===== config.mk =====
export PLATFORM = sky130hd
export DESIGN_NAME = epp_port_core
export DESIGN_NICKNAME = d
export VERILOG_FILES = /design/src/epp_port_pkg.sv /design/src/byte_fifo.sv /design/src/epp_port_core.sv
export SDC_FILE = /design/constraint.sdc
export NUM_CORES = 1
export LEC_CHECK = 0
export BUFFER_PORTS_ARGS = -buffer_cell sky130_fd_sc_hd__buf_2
export CORE_MARGIN = 2
export CORE_UTILIZATION = 32
export CTS_BUF_LIST = sky130_fd_sc_hd__clkbuf_8 sky130_fd_sc_hd__clkbuf_16
export CTS_CLUSTER_DIAMETER = 40
export CTS_CLUSTER_SIZE = 14
export DETAILED_ROUTE_END_ITERATION = 8
export PLACE_DENSITY = 0.48
export SLEW_MARGIN = 20
export SYNTH_ARGS = -nofsm -noshare
export SYNTH_HDL_FRONTEND = slang
export SYNTH_HIERARCHICAL = 1
export SYNTH_SLANG_ARGS = --single-unit

===== constraint.sdc =====
create_clock -name clk_sys -period 4.6 [get_ports clk_sys]
set_clock_uncertainty 0.2 [all_clocks]
set_input_delay 0 -clock clk_sys [delete_from_list [all_inputs] [get_ports clk_sys]]
set_output_delay 0 -clock clk_sys [all_outputs]
set_load 0.1 [all_outputs]

===== src/epp_port_pkg.sv =====
// Constants, register map and types for the EPP/ECP parallel port
package epp_port_pkg;

  // Timing
  localparam int CLK_PERIOD_NS  = 50;
  localparam int EPP_TIMEOUT_NS = 10000;
  localparam int TIMEOUT_CYC    = EPP_TIMEOUT_NS / CLK_PERIOD_NS;
  localparam int FIFO_DEPTH     = 16;
  localparam int FIFO_WIDTH     = 9;

  // Register offsets from the port base
  localparam logic [10:0] OFS_DATA     = 11'h000;
  localparam logic [10:0] OFS_STATUS   = 11'h001;
  localparam logic [10:0] OFS_CONTROL  = 11'h002;
  localparam logic [10:0] OFS_EPP_ADDR = 11'h003;
  localparam logic [10:0] OFS_EPP_LAST = 11'h007;
  localparam logic [10:0] OFS_FIFO     = 11'h400;
  localparam logic [10:0] OFS_CFG_A    = 11'h400;
  localparam logic [10:0] OFS_CFG_B    = 11'h401;
  localparam logic [10:0] OFS_EXT_CTRL = 11'h402;

  // Control register fields
  localparam int CTL_STROBE  = 0;
  localparam int CTL_AUTOFD  = 1;
  localparam int CTL_INIT    = 2;
  localparam int CTL_SELIN   = 3;
  localparam int CTL_ACKINT  = 4;
  localparam int CTL_DIR     = 5;
  localparam int STS_TIMEOUT = 0;

  // Reset and fixed values
  localparam logic [7:0] DATA_RST    = 8'h00;
  localparam logic [7:0] CONTROL_RST = 8'h00;
  localparam logic [5:0] EXT_RST     = 6'h00;
  localparam logic [7:0] CFG_A_VALUE = 8'h10;

  // Port modes, extended control bits 7:5
  typedef enum logic [2:0] {
    MODE_SPP    = 3'h0,
    MODE_PS2    = 3'h1,
    MODE_FIFO   = 3'h2,
    MODE_ECP    = 3'h3,
    MODE_EPP    = 3'h4,
    MODE_TEST   = 3'h6,
    MODE_CONFIG = 3'h7
  } mode_t;

  // EPP cycle sequencer
  typedef enum logic [3:0] {
    ST_IDLE   = 4'h1,
    ST_SETUP  = 4'h2,
    ST_STROBE = 4'h4,
    ST_DONE   = 4'h8
  } epp_state_t;

endpackage


===== src/byte_fifo.sv =====
// Shared byte FIFO with valid/ready on both sides
`timescale 1ns/1ps
module byte_fifo
  import epp_port_pkg::*;
#(
  parameter int WIDTH = FIFO_WIDTH,
  parameter int DEPTH = FIFO_DEPTH
) (
  // Clock and reset
  input  wire logic             clk_sys,
  input  wire logic             rst_n,
  // Fill side
  input  wire logic             inValid,
  output logic                  inReady,
  input  wire logic [WIDTH-1:0] inData,
  // Drain side
  output logic                  outValid,
  input  wire logic             outReady,
  output logic      [WIDTH-1:0] outData,
  // Flags
  output logic                  full,
  output logic                  empty
);
  localparam int AW = $clog2(DEPTH);
  localparam int CW = $clog2(DEPTH + 1);

  logic [WIDTH-1:0] mem_reg [DEPTH];
  logic [AW-1:0]    wrPtr_reg;
  logic [AW-1:0]    rdPtr_reg;
  logic [CW-1:0]    count_reg;
  logic             push;
  logic             pop;

  // Handshakes from the occupancy count
  assign full     = (count_reg == CW'(DEPTH));
  assign empty    = (count_reg == '0);
  assign inReady  = !full;
  assign outValid = !empty;
  assign push     = inValid && inReady;
  assign pop      = outValid && outReady;
  assign outData  = mem_reg[rdPtr_reg];

  // Storage, no reset needed on the data
  always_ff @(posedge clk_sys) begin
    if (push) begin
      mem_reg[wrPtr_reg] <= inData;
    end
  end

  // Pointers wrap at the depth
  always_ff @(posedge clk_sys) begin
    if (!rst_n) begin
      wrPtr_reg <= '0;
      rdPtr_reg <= '0;
    end else begin
      if (push) begin
        wrPtr_reg <= (wrPtr_reg == AW'(DEPTH - 1)) ? '0 : wrPtr_reg + 1'b1;
      end
      if (pop) begin
        rdPtr_reg <= (rdPtr_reg == AW'(DEPTH - 1)) ? '0 : rdPtr_reg + 1'b1;
      end
    end
  end

  // Occupancy
  always_ff @(posedge clk_sys) begin
    if (!rst_n) begin
      count_reg <= '0;
    end else if (push && !pop) begin
      count_reg <= count_reg + 1'b1;
    end else if (pop && !push) begin
      count_reg <= count_reg - 1'b1;
    end
  end

  a_fifo_count: assert property (@(posedge clk_sys) disable iff (!rst_n)
    push && !pop |=> count_reg == $past(count_reg) + 1'b1)
    else $error("fifo count did not rise on push");

endmodule


===== src/epp_port_core.sv =====
// EPP 1.7 cycle engine, port registers and shared FIFO views
`timescale 1ns/1ps
module epp_port_core
  import epp_port_pkg::*;
#(
  parameter int TimeoutCycles = TIMEOUT_CYC,
  parameter int FifoDepth     = FIFO_DEPTH
) (
  // Clock and reset
  input  wire logic        clk_sys,
  input  wire logic        rst_n,
  // Host I/O port
  input  wire logic [10:0] ioAddr,
  input  wire logic        ioWr,
  input  wire logic        ioRd,
  input  wire logic [7:0]  ioWData,
  output logic      [7:0]  ioRData,
  output logic             ioDone,
  // Configuration selections
  input  wire logic [2:0]  cfgIrqSel,
  input  wire logic [2:0]  cfgDmaSel,
  // Parallel bus
  input  wire logic [7:0]  pdIn,
  output logic      [7:0]  pdOut,
  output logic             pdOe_n,
  // EPP handshake
  output logic             writeLine_n,
  output logic             dataPhaseStrobe_n,
  output logic             addrPhaseStrobe_n,
  input  wire logic        peripheralHold_n,
  // Peripheral status and control
  input  wire logic        peripheralInterruptIn,
  input  wire logic        busyIn,
  input  wire logic        paperEndIn,
  input  wire logic        selectIn,
  input  wire logic        faultIn_n,
  output logic             peripheralReset_n,
  output logic             irqOut
);

  // Settle: take a new level only when the two late stages agree
  function automatic logic [7:0] settle(input logic [7:0] old,
                                        input logic [7:0] s2,
                                        input logic [7:0] s3);
    logic [7:0] r;
    r = old;
    for (int i = 0; i < 8; i++) begin
      if (s2[i] == s3[i]) begin
        r[i] = s3[i];
      end
    end
    return r;
  endfunction

  localparam int TW = $clog2(TimeoutCycles + 1);

  //////////////////////////////////////////////////////////////////////
  // Pin synchronisers

  logic [7:0] pinS1_reg, pinS2_reg, pinS3_reg, pinLvl_reg;
  logic [7:0] pdS1_reg, pdS2_reg, pdS3_reg, pdLvl_reg;
  logic       holdHigh, intrLvl, busyLvl;

  // Three stages each; stage one feeds only stage two
  always_ff @(posedge clk_sys) begin
    if (!rst_n) begin
      pinS1_reg  <= 8'h00;
      pinS2_reg  <= 8'h00;
      pinS3_reg  <= 8'h00;
      pinLvl_reg <= 8'h00;
    end else begin
      pinS1_reg  <= {3'h0, faultIn_n, selectIn, paperEndIn, busyIn,
                     peripheralInterruptIn ^ 1'b0} |
                    {2'h0, peripheralHold_n, 5'h00};
      pinS2_reg  <= pinS1_reg;
      pinS3_reg  <= pinS2_reg;
      pinLvl_reg <= settle(pinLvl_reg, pinS2_reg, pinS3_reg);
    end
  end

  // Data pins sampled the same way for reads
  always_ff @(posedge clk_sys) begin
    if (!rst_n) begin
      pdS1_reg  <= 8'h00;
      pdS2_reg  <= 8'h00;
      pdS3_reg  <= 8'h00;
      pdLvl_reg <= 8'h00;
    end else begin
      pdS1_reg  <= pdIn;
      pdS2_reg  <= pdS1_reg;
      pdS3_reg  <= pdS2_reg;
      pdLvl_reg <= settle(pdLvl_reg, pdS2_reg, pdS3_reg);
    end
  end

  assign holdHigh = pinLvl_reg[5];
  assign intrLvl  = pinLvl_reg[0];
  assign busyLvl  = pinLvl_reg[1];

  //////////////////////////////////////////////////////////////////////
  // Registers and request capture

  logic [7:0]  ctrl_reg;
  logic [5:0]  ext_reg;
  logic        timeout_reg;
  logic [7:0]  pdOut_reg;
  logic        reqActive_reg, reqWrite_reg;
  logic [10:0] reqAddr_reg;
  logic [7:0]  reqWData_reg;
  logic [7:0]  ioRData_reg;
  logic        ioDone_reg;
  mode_t       mode;
  logic        isEpp, isFifoWr, isFifoRd, finish, plainWr, tmoClear;
  logic        fifoInReady, fifoOutValid, fifoOutReady, fifoFull;
  logic        fifoEmpty, drain;
  logic [8:0]  fifoOutData;

  assign mode = mode_t'(ext_reg[5:3]);

  // EPP registers exist only in EPP mode; FIFO views decode only in their own modes
  assign isEpp = (mode == MODE_EPP) && (reqAddr_reg >= OFS_EPP_ADDR) &&
                 (reqAddr_reg <= OFS_EPP_LAST);
  // Every FIFO view lands in the one shared FIFO
  assign isFifoWr = reqWrite_reg &&
    ((reqAddr_reg == OFS_FIFO && (mode == MODE_FIFO ||
      mode == MODE_ECP || mode == MODE_TEST)) ||
     (reqAddr_reg == OFS_DATA && mode == MODE_ECP));
  assign isFifoRd = !reqWrite_reg && reqAddr_reg == OFS_FIFO &&
                    mode == MODE_TEST;

  // Accept one request at a time, hold it until it finishes
  always_ff @(posedge clk_sys) begin
    if (!rst_n) begin
      reqActive_reg <= 1'b0;
      reqWrite_reg  <= 1'b0;
      reqAddr_reg   <= 11'h000;
      reqWData_reg  <= 8'h00;
    end else if (!reqActive_reg && (ioWr || ioRd)) begin
      reqActive_reg <= 1'b1;
      reqWrite_reg  <= ioWr;
      reqAddr_reg   <= ioAddr;
      reqWData_reg  <= ioWData;
    end else if (finish) begin
      reqActive_reg <= 1'b0;
    end
  end

  assign plainWr  = finish && reqWrite_reg && !isEpp && !isFifoWr;
  assign tmoClear = plainWr && reqAddr_reg == OFS_STATUS &&
                    reqWData_reg[STS_TIMEOUT];

  // Control and extended control; control writes work in any mode
  always_ff @(posedge clk_sys) begin
    if (!rst_n) begin
      ctrl_reg <= CONTROL_RST;
      ext_reg  <= EXT_RST;
    end else if (plainWr) begin
      if (reqAddr_reg == OFS_CONTROL) begin
        ctrl_reg <= {2'h0, reqWData_reg[5:0]};
      end
      if (reqAddr_reg == OFS_EXT_CTRL) begin
        ext_reg <= reqWData_reg[7:2];
      end
    end
  end

  //////////////////////////////////////////////////////////////////////
  // EPP 1.7 cycle sequencer

  epp_state_t      state_reg;
  logic [TW-1:0]   timer_reg;
  logic            eppWrite_reg, eppIsAddr_reg, timedOut;
  logic [7:0]      eppRead_reg;

  assign timedOut = (timer_reg >= TW'(TimeoutCycles));

  // One setup cycle, strobe until hold rises or the watchdog fires
  always_ff @(posedge clk_sys) begin
    if (!rst_n) begin
      state_reg <= ST_IDLE;
    end else begin
      case (state_reg)
        ST_IDLE: begin
          if (reqActive_reg && isEpp) begin
            state_reg <= ST_SETUP;
          end
        end
        ST_SETUP:  state_reg <= ST_STROBE;
        ST_STROBE: begin
          if (holdHigh || timedOut) begin
            state_reg <= ST_DONE;
          end
        end
        ST_DONE:   state_reg <= ST_IDLE;
        default:   state_reg <= ST_IDLE;
      endcase
    end
  end

  // Watchdog runs from cycle start until the sequencer returns to idle
  always_ff @(posedge clk_sys) begin
    if (!rst_n) begin
      timer_reg <= '0;
    end else if (state_reg == ST_IDLE) begin
      timer_reg <= '0;
    end else if (!timedOut) begin
      timer_reg <= timer_reg + 1'b1;
    end
  end

  // Direction frozen at cycle start; a set strobe bit forces write
  always_ff @(posedge clk_sys) begin
    if (!rst_n) begin
      eppWrite_reg  <= 1'b0;
      eppIsAddr_reg <= 1'b0;
    end else if (state_reg == ST_IDLE && reqActive_reg && isEpp) begin
      eppWrite_reg  <= (reqWrite_reg && !ctrl_reg[CTL_DIR]) ||
                       ctrl_reg[CTL_STROBE];
      eppIsAddr_reg <= (reqAddr_reg == OFS_EPP_ADDR);
    end
  end

  // Read byte captured in the last strobe cycle, as the strobe is removed; valid once hold is high
  always_ff @(posedge clk_sys) begin
    if (!rst_n) begin
      eppRead_reg <= 8'h00;
    end else if (state_reg == ST_STROBE && (holdHigh || timedOut)) begin
      eppRead_reg <= pdLvl_reg;
    end
  end

  // Watchdog flag, set wins over a clear in the same cycle
  always_ff @(posedge clk_sys) begin
    if (!rst_n) begin
      timeout_reg <= 1'b0;
    end else if (state_reg == ST_STROBE && timedOut && !holdHigh) begin
      timeout_reg <= 1'b1;
    end else if (tmoClear) begin
      timeout_reg <= 1'b0;
    end
  end

  //////////////////////////////////////////////////////////////////////
  // Shared FIFO and forward drain

  // Drain forward only while the peripheral is not busy
  assign drain = (mode == MODE_FIFO || mode == MODE_ECP) && !busyLvl &&
                 state_reg == ST_IDLE;
  assign fifoOutReady = drain || (reqActive_reg && isFifoRd);

  byte_fifo #(
    .WIDTH (FIFO_WIDTH),
    .DEPTH (FifoDepth)
  ) u_fifo (
    .clk_sys  (clk_sys),
    .rst_n    (rst_n),
    .inValid  (reqActive_reg && isFifoWr),
    .inReady  (fifoInReady),
    .inData   ({reqAddr_reg == OFS_DATA, reqWData_reg}),
    .outValid (fifoOutValid),
    .outReady (fifoOutReady),
    .outData  (fifoOutData),
    .full     (fifoFull),
    .empty    (fifoEmpty)
  );

  // Full FIFO holds the host in wait states until space opens
  always_comb begin
    finish = 1'b0;
    if (reqActive_reg) begin
      if (isEpp) begin
        finish = (state_reg == ST_DONE);
      end else if (isFifoWr) begin
        finish = fifoInReady;
      end else begin
        finish = 1'b1;
      end
    end
  end

  //////////////////////////////////////////////////////////////////////
  // Parallel bus drive

  // Byte held after a write cycle until something replaces it
  always_ff @(posedge clk_sys) begin
    if (!rst_n) begin
      pdOut_reg <= DATA_RST;
    end else if (state_reg == ST_IDLE && reqActive_reg && isEpp &&
                 reqWrite_reg) begin
      pdOut_reg <= reqWData_reg;
    end else if (plainWr && reqAddr_reg == OFS_DATA) begin
      pdOut_reg <= reqWData_reg;
    end else if (drain && fifoOutValid) begin
      pdOut_reg <= fifoOutData[7:0];
    end
  end

  assign pdOut = pdOut_reg;
  // Drivers off for EPP reads, on for EPP writes; outside a cycle the direction bit decides
  assign pdOe_n = (state_reg != ST_IDLE) ? !eppWrite_reg :
                  ctrl_reg[CTL_DIR];
  assign writeLine_n = (state_reg != ST_IDLE) ? !eppWrite_reg :
                       ctrl_reg[CTL_DIR];
  assign dataPhaseStrobe_n = !(state_reg == ST_STROBE && !eppIsAddr_reg);
  assign addrPhaseStrobe_n = !(state_reg == ST_STROBE && eppIsAddr_reg);
  assign peripheralReset_n = ctrl_reg[CTL_INIT];
  assign irqOut = intrLvl && ctrl_reg[CTL_ACKINT];

  //////////////////////////////////////////////////////////////////////
  // Host read data and completion

  logic [7:0] rdMux;

  // Read mux; compression bit reads zero, not implemented
  always_comb begin
    rdMux = 8'h00;
    case (reqAddr_reg)
      OFS_DATA:     rdMux = ctrl_reg[CTL_DIR] ? pdLvl_reg : pdOut_reg;
      OFS_STATUS:   rdMux = {!busyLvl, intrLvl, pinLvl_reg[2],
                             pinLvl_reg[3], pinLvl_reg[4], 2'h0,
                             timeout_reg};
      OFS_CONTROL:  rdMux = ctrl_reg;
      OFS_CFG_A:    rdMux = (mode == MODE_CONFIG) ? CFG_A_VALUE :
                            (fifoOutValid ? fifoOutData[7:0] : 8'h00);
      OFS_CFG_B:    rdMux = {1'b0, intrLvl, cfgIrqSel, cfgDmaSel};
      OFS_EXT_CTRL: rdMux = {ext_reg, fifoFull, fifoEmpty};
      default:      rdMux = 8'h00;
    endcase
    if (isEpp) begin
      rdMux = eppRead_reg;
    end
  end

  // Completion pulse with its data one cycle after finish
  always_ff @(posedge clk_sys) begin
    if (!rst_n) begin
      ioDone_reg  <= 1'b0;
      ioRData_reg <= 8'h00;
    end else begin
      ioDone_reg <= finish;
      if (finish && !reqWrite_reg) begin
        ioRData_reg <= rdMux;
      end
    end
  end

  assign ioDone  = ioDone_reg;
  assign ioRData = ioRData_reg;

  //////////////////////////////////////////////////////////////////////
  // Checks

  a_strobe_single: assert property (@(posedge clk_sys) disable iff (!rst_n)
    !(!dataPhaseStrobe_n && !addrPhaseStrobe_n))
    else $error("both strobes asserted");

  a_write_byte_first: assert property (@(posedge clk_sys)
    disable iff (!rst_n)
    $fell(dataPhaseStrobe_n) && eppWrite_reg |->
      !pdOe_n && !$past(pdOe_n) && pdOut == $past(pdOut))
    else $error("write strobe before byte settled");

  a_hold_stretch: assert property (@(posedge clk_sys) disable iff (!rst_n)
    state_reg == ST_STROBE && !holdHigh && !timedOut |=>
      state_reg == ST_STROBE && !ioDone)
    else $error("cycle ended while hold low");

  a_end_sync: assert property (@(posedge clk_sys) disable iff (!rst_n)
    state_reg == ST_STROBE && holdHigh |=>
      dataPhaseStrobe_n && addrPhaseStrobe_n ##1 ioDone)
    else $error("cycle end sequence wrong");

  a_read_bus_off: assert property (@(posedge clk_sys) disable iff (!rst_n)
    (!dataPhaseStrobe_n || !addrPhaseStrobe_n) && !eppWrite_reg |->
      pdOe_n && writeLine_n)
    else $error("bus driven during read strobe");

  a_watchdog_abort: assert property (@(posedge clk_sys)
    disable iff (!rst_n)
    state_reg == ST_SETUP && !holdHigh |->
      ##[1:250] state_reg == ST_DONE)
    else $error("cycle not aborted by watchdog");

  a_timeout_sticky: assert property (@(posedge clk_sys)
    disable iff (!rst_n)
    timeout_reg && !tmoClear |=> timeout_reg)
    else $error("timeout flag lost");

  a_status_any_mode: assert property (@(posedge clk_sys)
    disable iff (!rst_n)
    !reqActive_reg && ioRd && !ioWr && ioAddr == OFS_STATUS |=>
      ##1 ioDone)
    else $error("status read not answered");

  a_irq_through: assert property (@(posedge clk_sys) disable iff (!rst_n)
    $rose(intrLvl) && ctrl_reg[CTL_ACKINT] |-> irqOut)
    else $error("interrupt not passed through");

  a_reset_out: assert property (@(posedge clk_sys) disable iff (!rst_n)
    plainWr && reqAddr_reg == OFS_CONTROL && !reqWData_reg[CTL_INIT]
      |=> !peripheralReset_n)
    else $error("reset output not asserted");

  a_override_write: assert property (@(posedge clk_sys)
    disable iff (!rst_n)
    state_reg == ST_SETUP && ctrl_reg[CTL_STROBE] |-> !writeLine_n)
    else $error("strobe bit did not force write");

  c_epp_write: cover property (@(posedge clk_sys) disable iff (!rst_n)
    state_reg == ST_DONE && eppWrite_reg);
  c_epp_read: cover property (@(posedge clk_sys) disable iff (!rst_n)
    state_reg == ST_DONE && !eppWrite_reg && !timeout_reg);
  c_timeout: cover property (@(posedge clk_sys) disable iff (!rst_n)
    $rose(timeout_reg));
  c_fifo_full: cover property (@(posedge clk_sys) disable iff (!rst_n)
    fifoFull && reqActive_reg && isFifoWr);

endmodule


==> summary.md <==
| Metric | Value |
|---|---|
| Run status | `finished, final reports clean` |
| Worst Path Buf+Inv | `0` |
| Setup violators final | `0` |
| Ant. Diodes | `0` |
| Setup TNS | `0 ps` |
| Clock-pin slew on the worst setup and hold paths | `60 ps` |
| First drt pass iteration count | `5` |
| Num CTS Buffers | `43` |
| Most used cell, CP | `or3_1` |
| Fmax achieved | `0.276 GHz` |
| Critical Path AT | `3910 ps` |
| Clock Sinks | `274` |
| Slowest CP cell | `or3_1` |
| Die Ht | `190 microns` |
| Total core area | `0.0344 sq mm` |
| Mapped Cells | `896` |
| PortBufs | `65` |
| Max FFs per register | `128` |
| Final net count | `1116` |
| Max Cap Viol | `0` |
| Vias per std cell | `4.89` |
| Pwr Total | `6.23 mW` |
| Least-Margin Pin Slew | `987 ps` |
| Die area | `0.0363 sq mm` |
| Startpoint class of the critical path | `flop` |
| Final Hold Viols | `0` |
| CTS tree | `built` |
| Die W | `190 microns` |
| Clk root buf | `clkbuf_16` |
| Most frequent cells in the layout | `dfxtp_1, edfxtp_1, nand2_1` |
| CP endpoint kind | `flop` |
| Most common cell after layout, fill and taps aside | `dfxtp_1` |
| Synth Area per Inst | `12.4 sq um` |
| Site Rows | `68` |
| Min-delay worst type | `input port to flop` |
| First-pass GRT wire length | `44200 microns` |
| Routed len/inst | `18.5 microns` |
| Post-route ant nets | `0` |
| Resized Gates After CTS | `0` |
| Crit-path max FO | `15` |
| Slew headroom | `34.1%` |
| Clk Latency, worst-skew pair | `550 ps` |
| Pins Over Slew Limit | `0` |
| Via count | `7566` |
| WP data required | `4880 ps` |
| Max incr delay on CP | `520 ps` |
| DRC viols | `0` |
| Min cycle time layout | `3620 ps` |
| Initial antenna violation count | `0` |
| Synthesized area | `0.0111 sq mm` |
| Syn_nets | `952` |
| Gp weighted congestion | `0.831` |
| Gr usage total | `16.1%` |
| Num ports | `66` |
| DP Wirelength | `18300 microns` |
| First DRT Iteration DRCs | `464` |
| Vias in the first global route | `7364` |
| Layout cells sized above 1 | `19.5%` |
| Pin count of the biggest net entering global routing | `75` |
| Wirelength, routed | `28600 microns` |
| Grt total ovfl | `0` |
| Maximum vdd drop | `0.337 mV` |
| CP delay by family, top | `simple AND/OR/NAND/NOR gates` |
| Initial core utilization | `32.4%` |
| Fin crit share | `78.8%` |
| Pwr per Cell Area | `435 mW/mm^2` |
| YS warnings | `6` |
| Syn-to-layout area delta | `28.7%` |
| Leakage | `5.25 nW` |
| CP Cell Sequence | `or3_1 -> or3_1 -> o21ai_0 -> o21ai_2 -> ha_1 -> fa_1 -> nand3b_1 -> a21o_1 -> a21oi_1 -> mux2i_1` |
| Crit Path Category | `flop to flop` |
| RSZ-0062 raised after global routing | `false` |
| Clock Tree Buf Depth | `3` |
| H-tree levels | `2` |
## stage by stage
stage                     cells  setup WS, ps  utilization (%)  hold WS [ps]  area [sq um]
after floorplan             896          1470                -         -72.7         11100
after global placement     1378          1060             34.6          5.58         11900
after detailed placement   1378          1010             34.6          10.5         11900
after CTS                  1547           989             41.6          3.07         14300
after global routing       1547           668             41.6          37.9         14300
final                      1547           976             41.6          18.1         14300
## worst min-delay path, stage by stage
cell and delay, ps:
dlygate4sd3_1 510, buf_2 90, and2_1 120
## what timing repair did
action | CTS | global route
buffers inserted | 0 | 0
hold buffers | 92 | 0
endpoints found under the hold margin | 99 | 0
## final cells by class
cell class | count | area, sq um
Clock inverter | 33 | 412
Fill cell | 3257 | 20100
Clock buffer | 44 | 1090
Sequential cell | 274 | 6770
Timing Repair Buffer | 169 | 1350
Inverter | 15 | 56.3
Multi-Input combinational cell | 557 | 4070
Tap cell | 455 | 569
## layer usage
layer | part of all wire (%) | global-route usage [%]
met1 | 48 | 23.0
met2 | 45 | 24.6
met3 | 3.9 | 3.04
met4 | 2.2 | 5.01
met5 | 0 | 0
## worst paths after layout
| check | from | to | slack (ps) | cells after the start |
|---|---|---|---|---|
| setup reg to reg | reqAddr_reg[1] | u_fifo/count_reg[4] | 980 | 10 |
| hold reg to reg | pinS1_reg[2] | pinS2_reg[2] | 230 | 1 |
| setup / recovery | reqAddr_reg[1] | u_fifo/count_reg[4] | 980 | 10 |
| hold / removal | pdIn[1] | pdS1_reg[1] | 20 | 3 |
## where the power goes
group / switching [mW] / internal (mW)
sequential: 0.0595 / 2.59
combinational: 0.152 / 0.118
clock: 1.22 / 2.09
(Power assumes the default switching activity.)
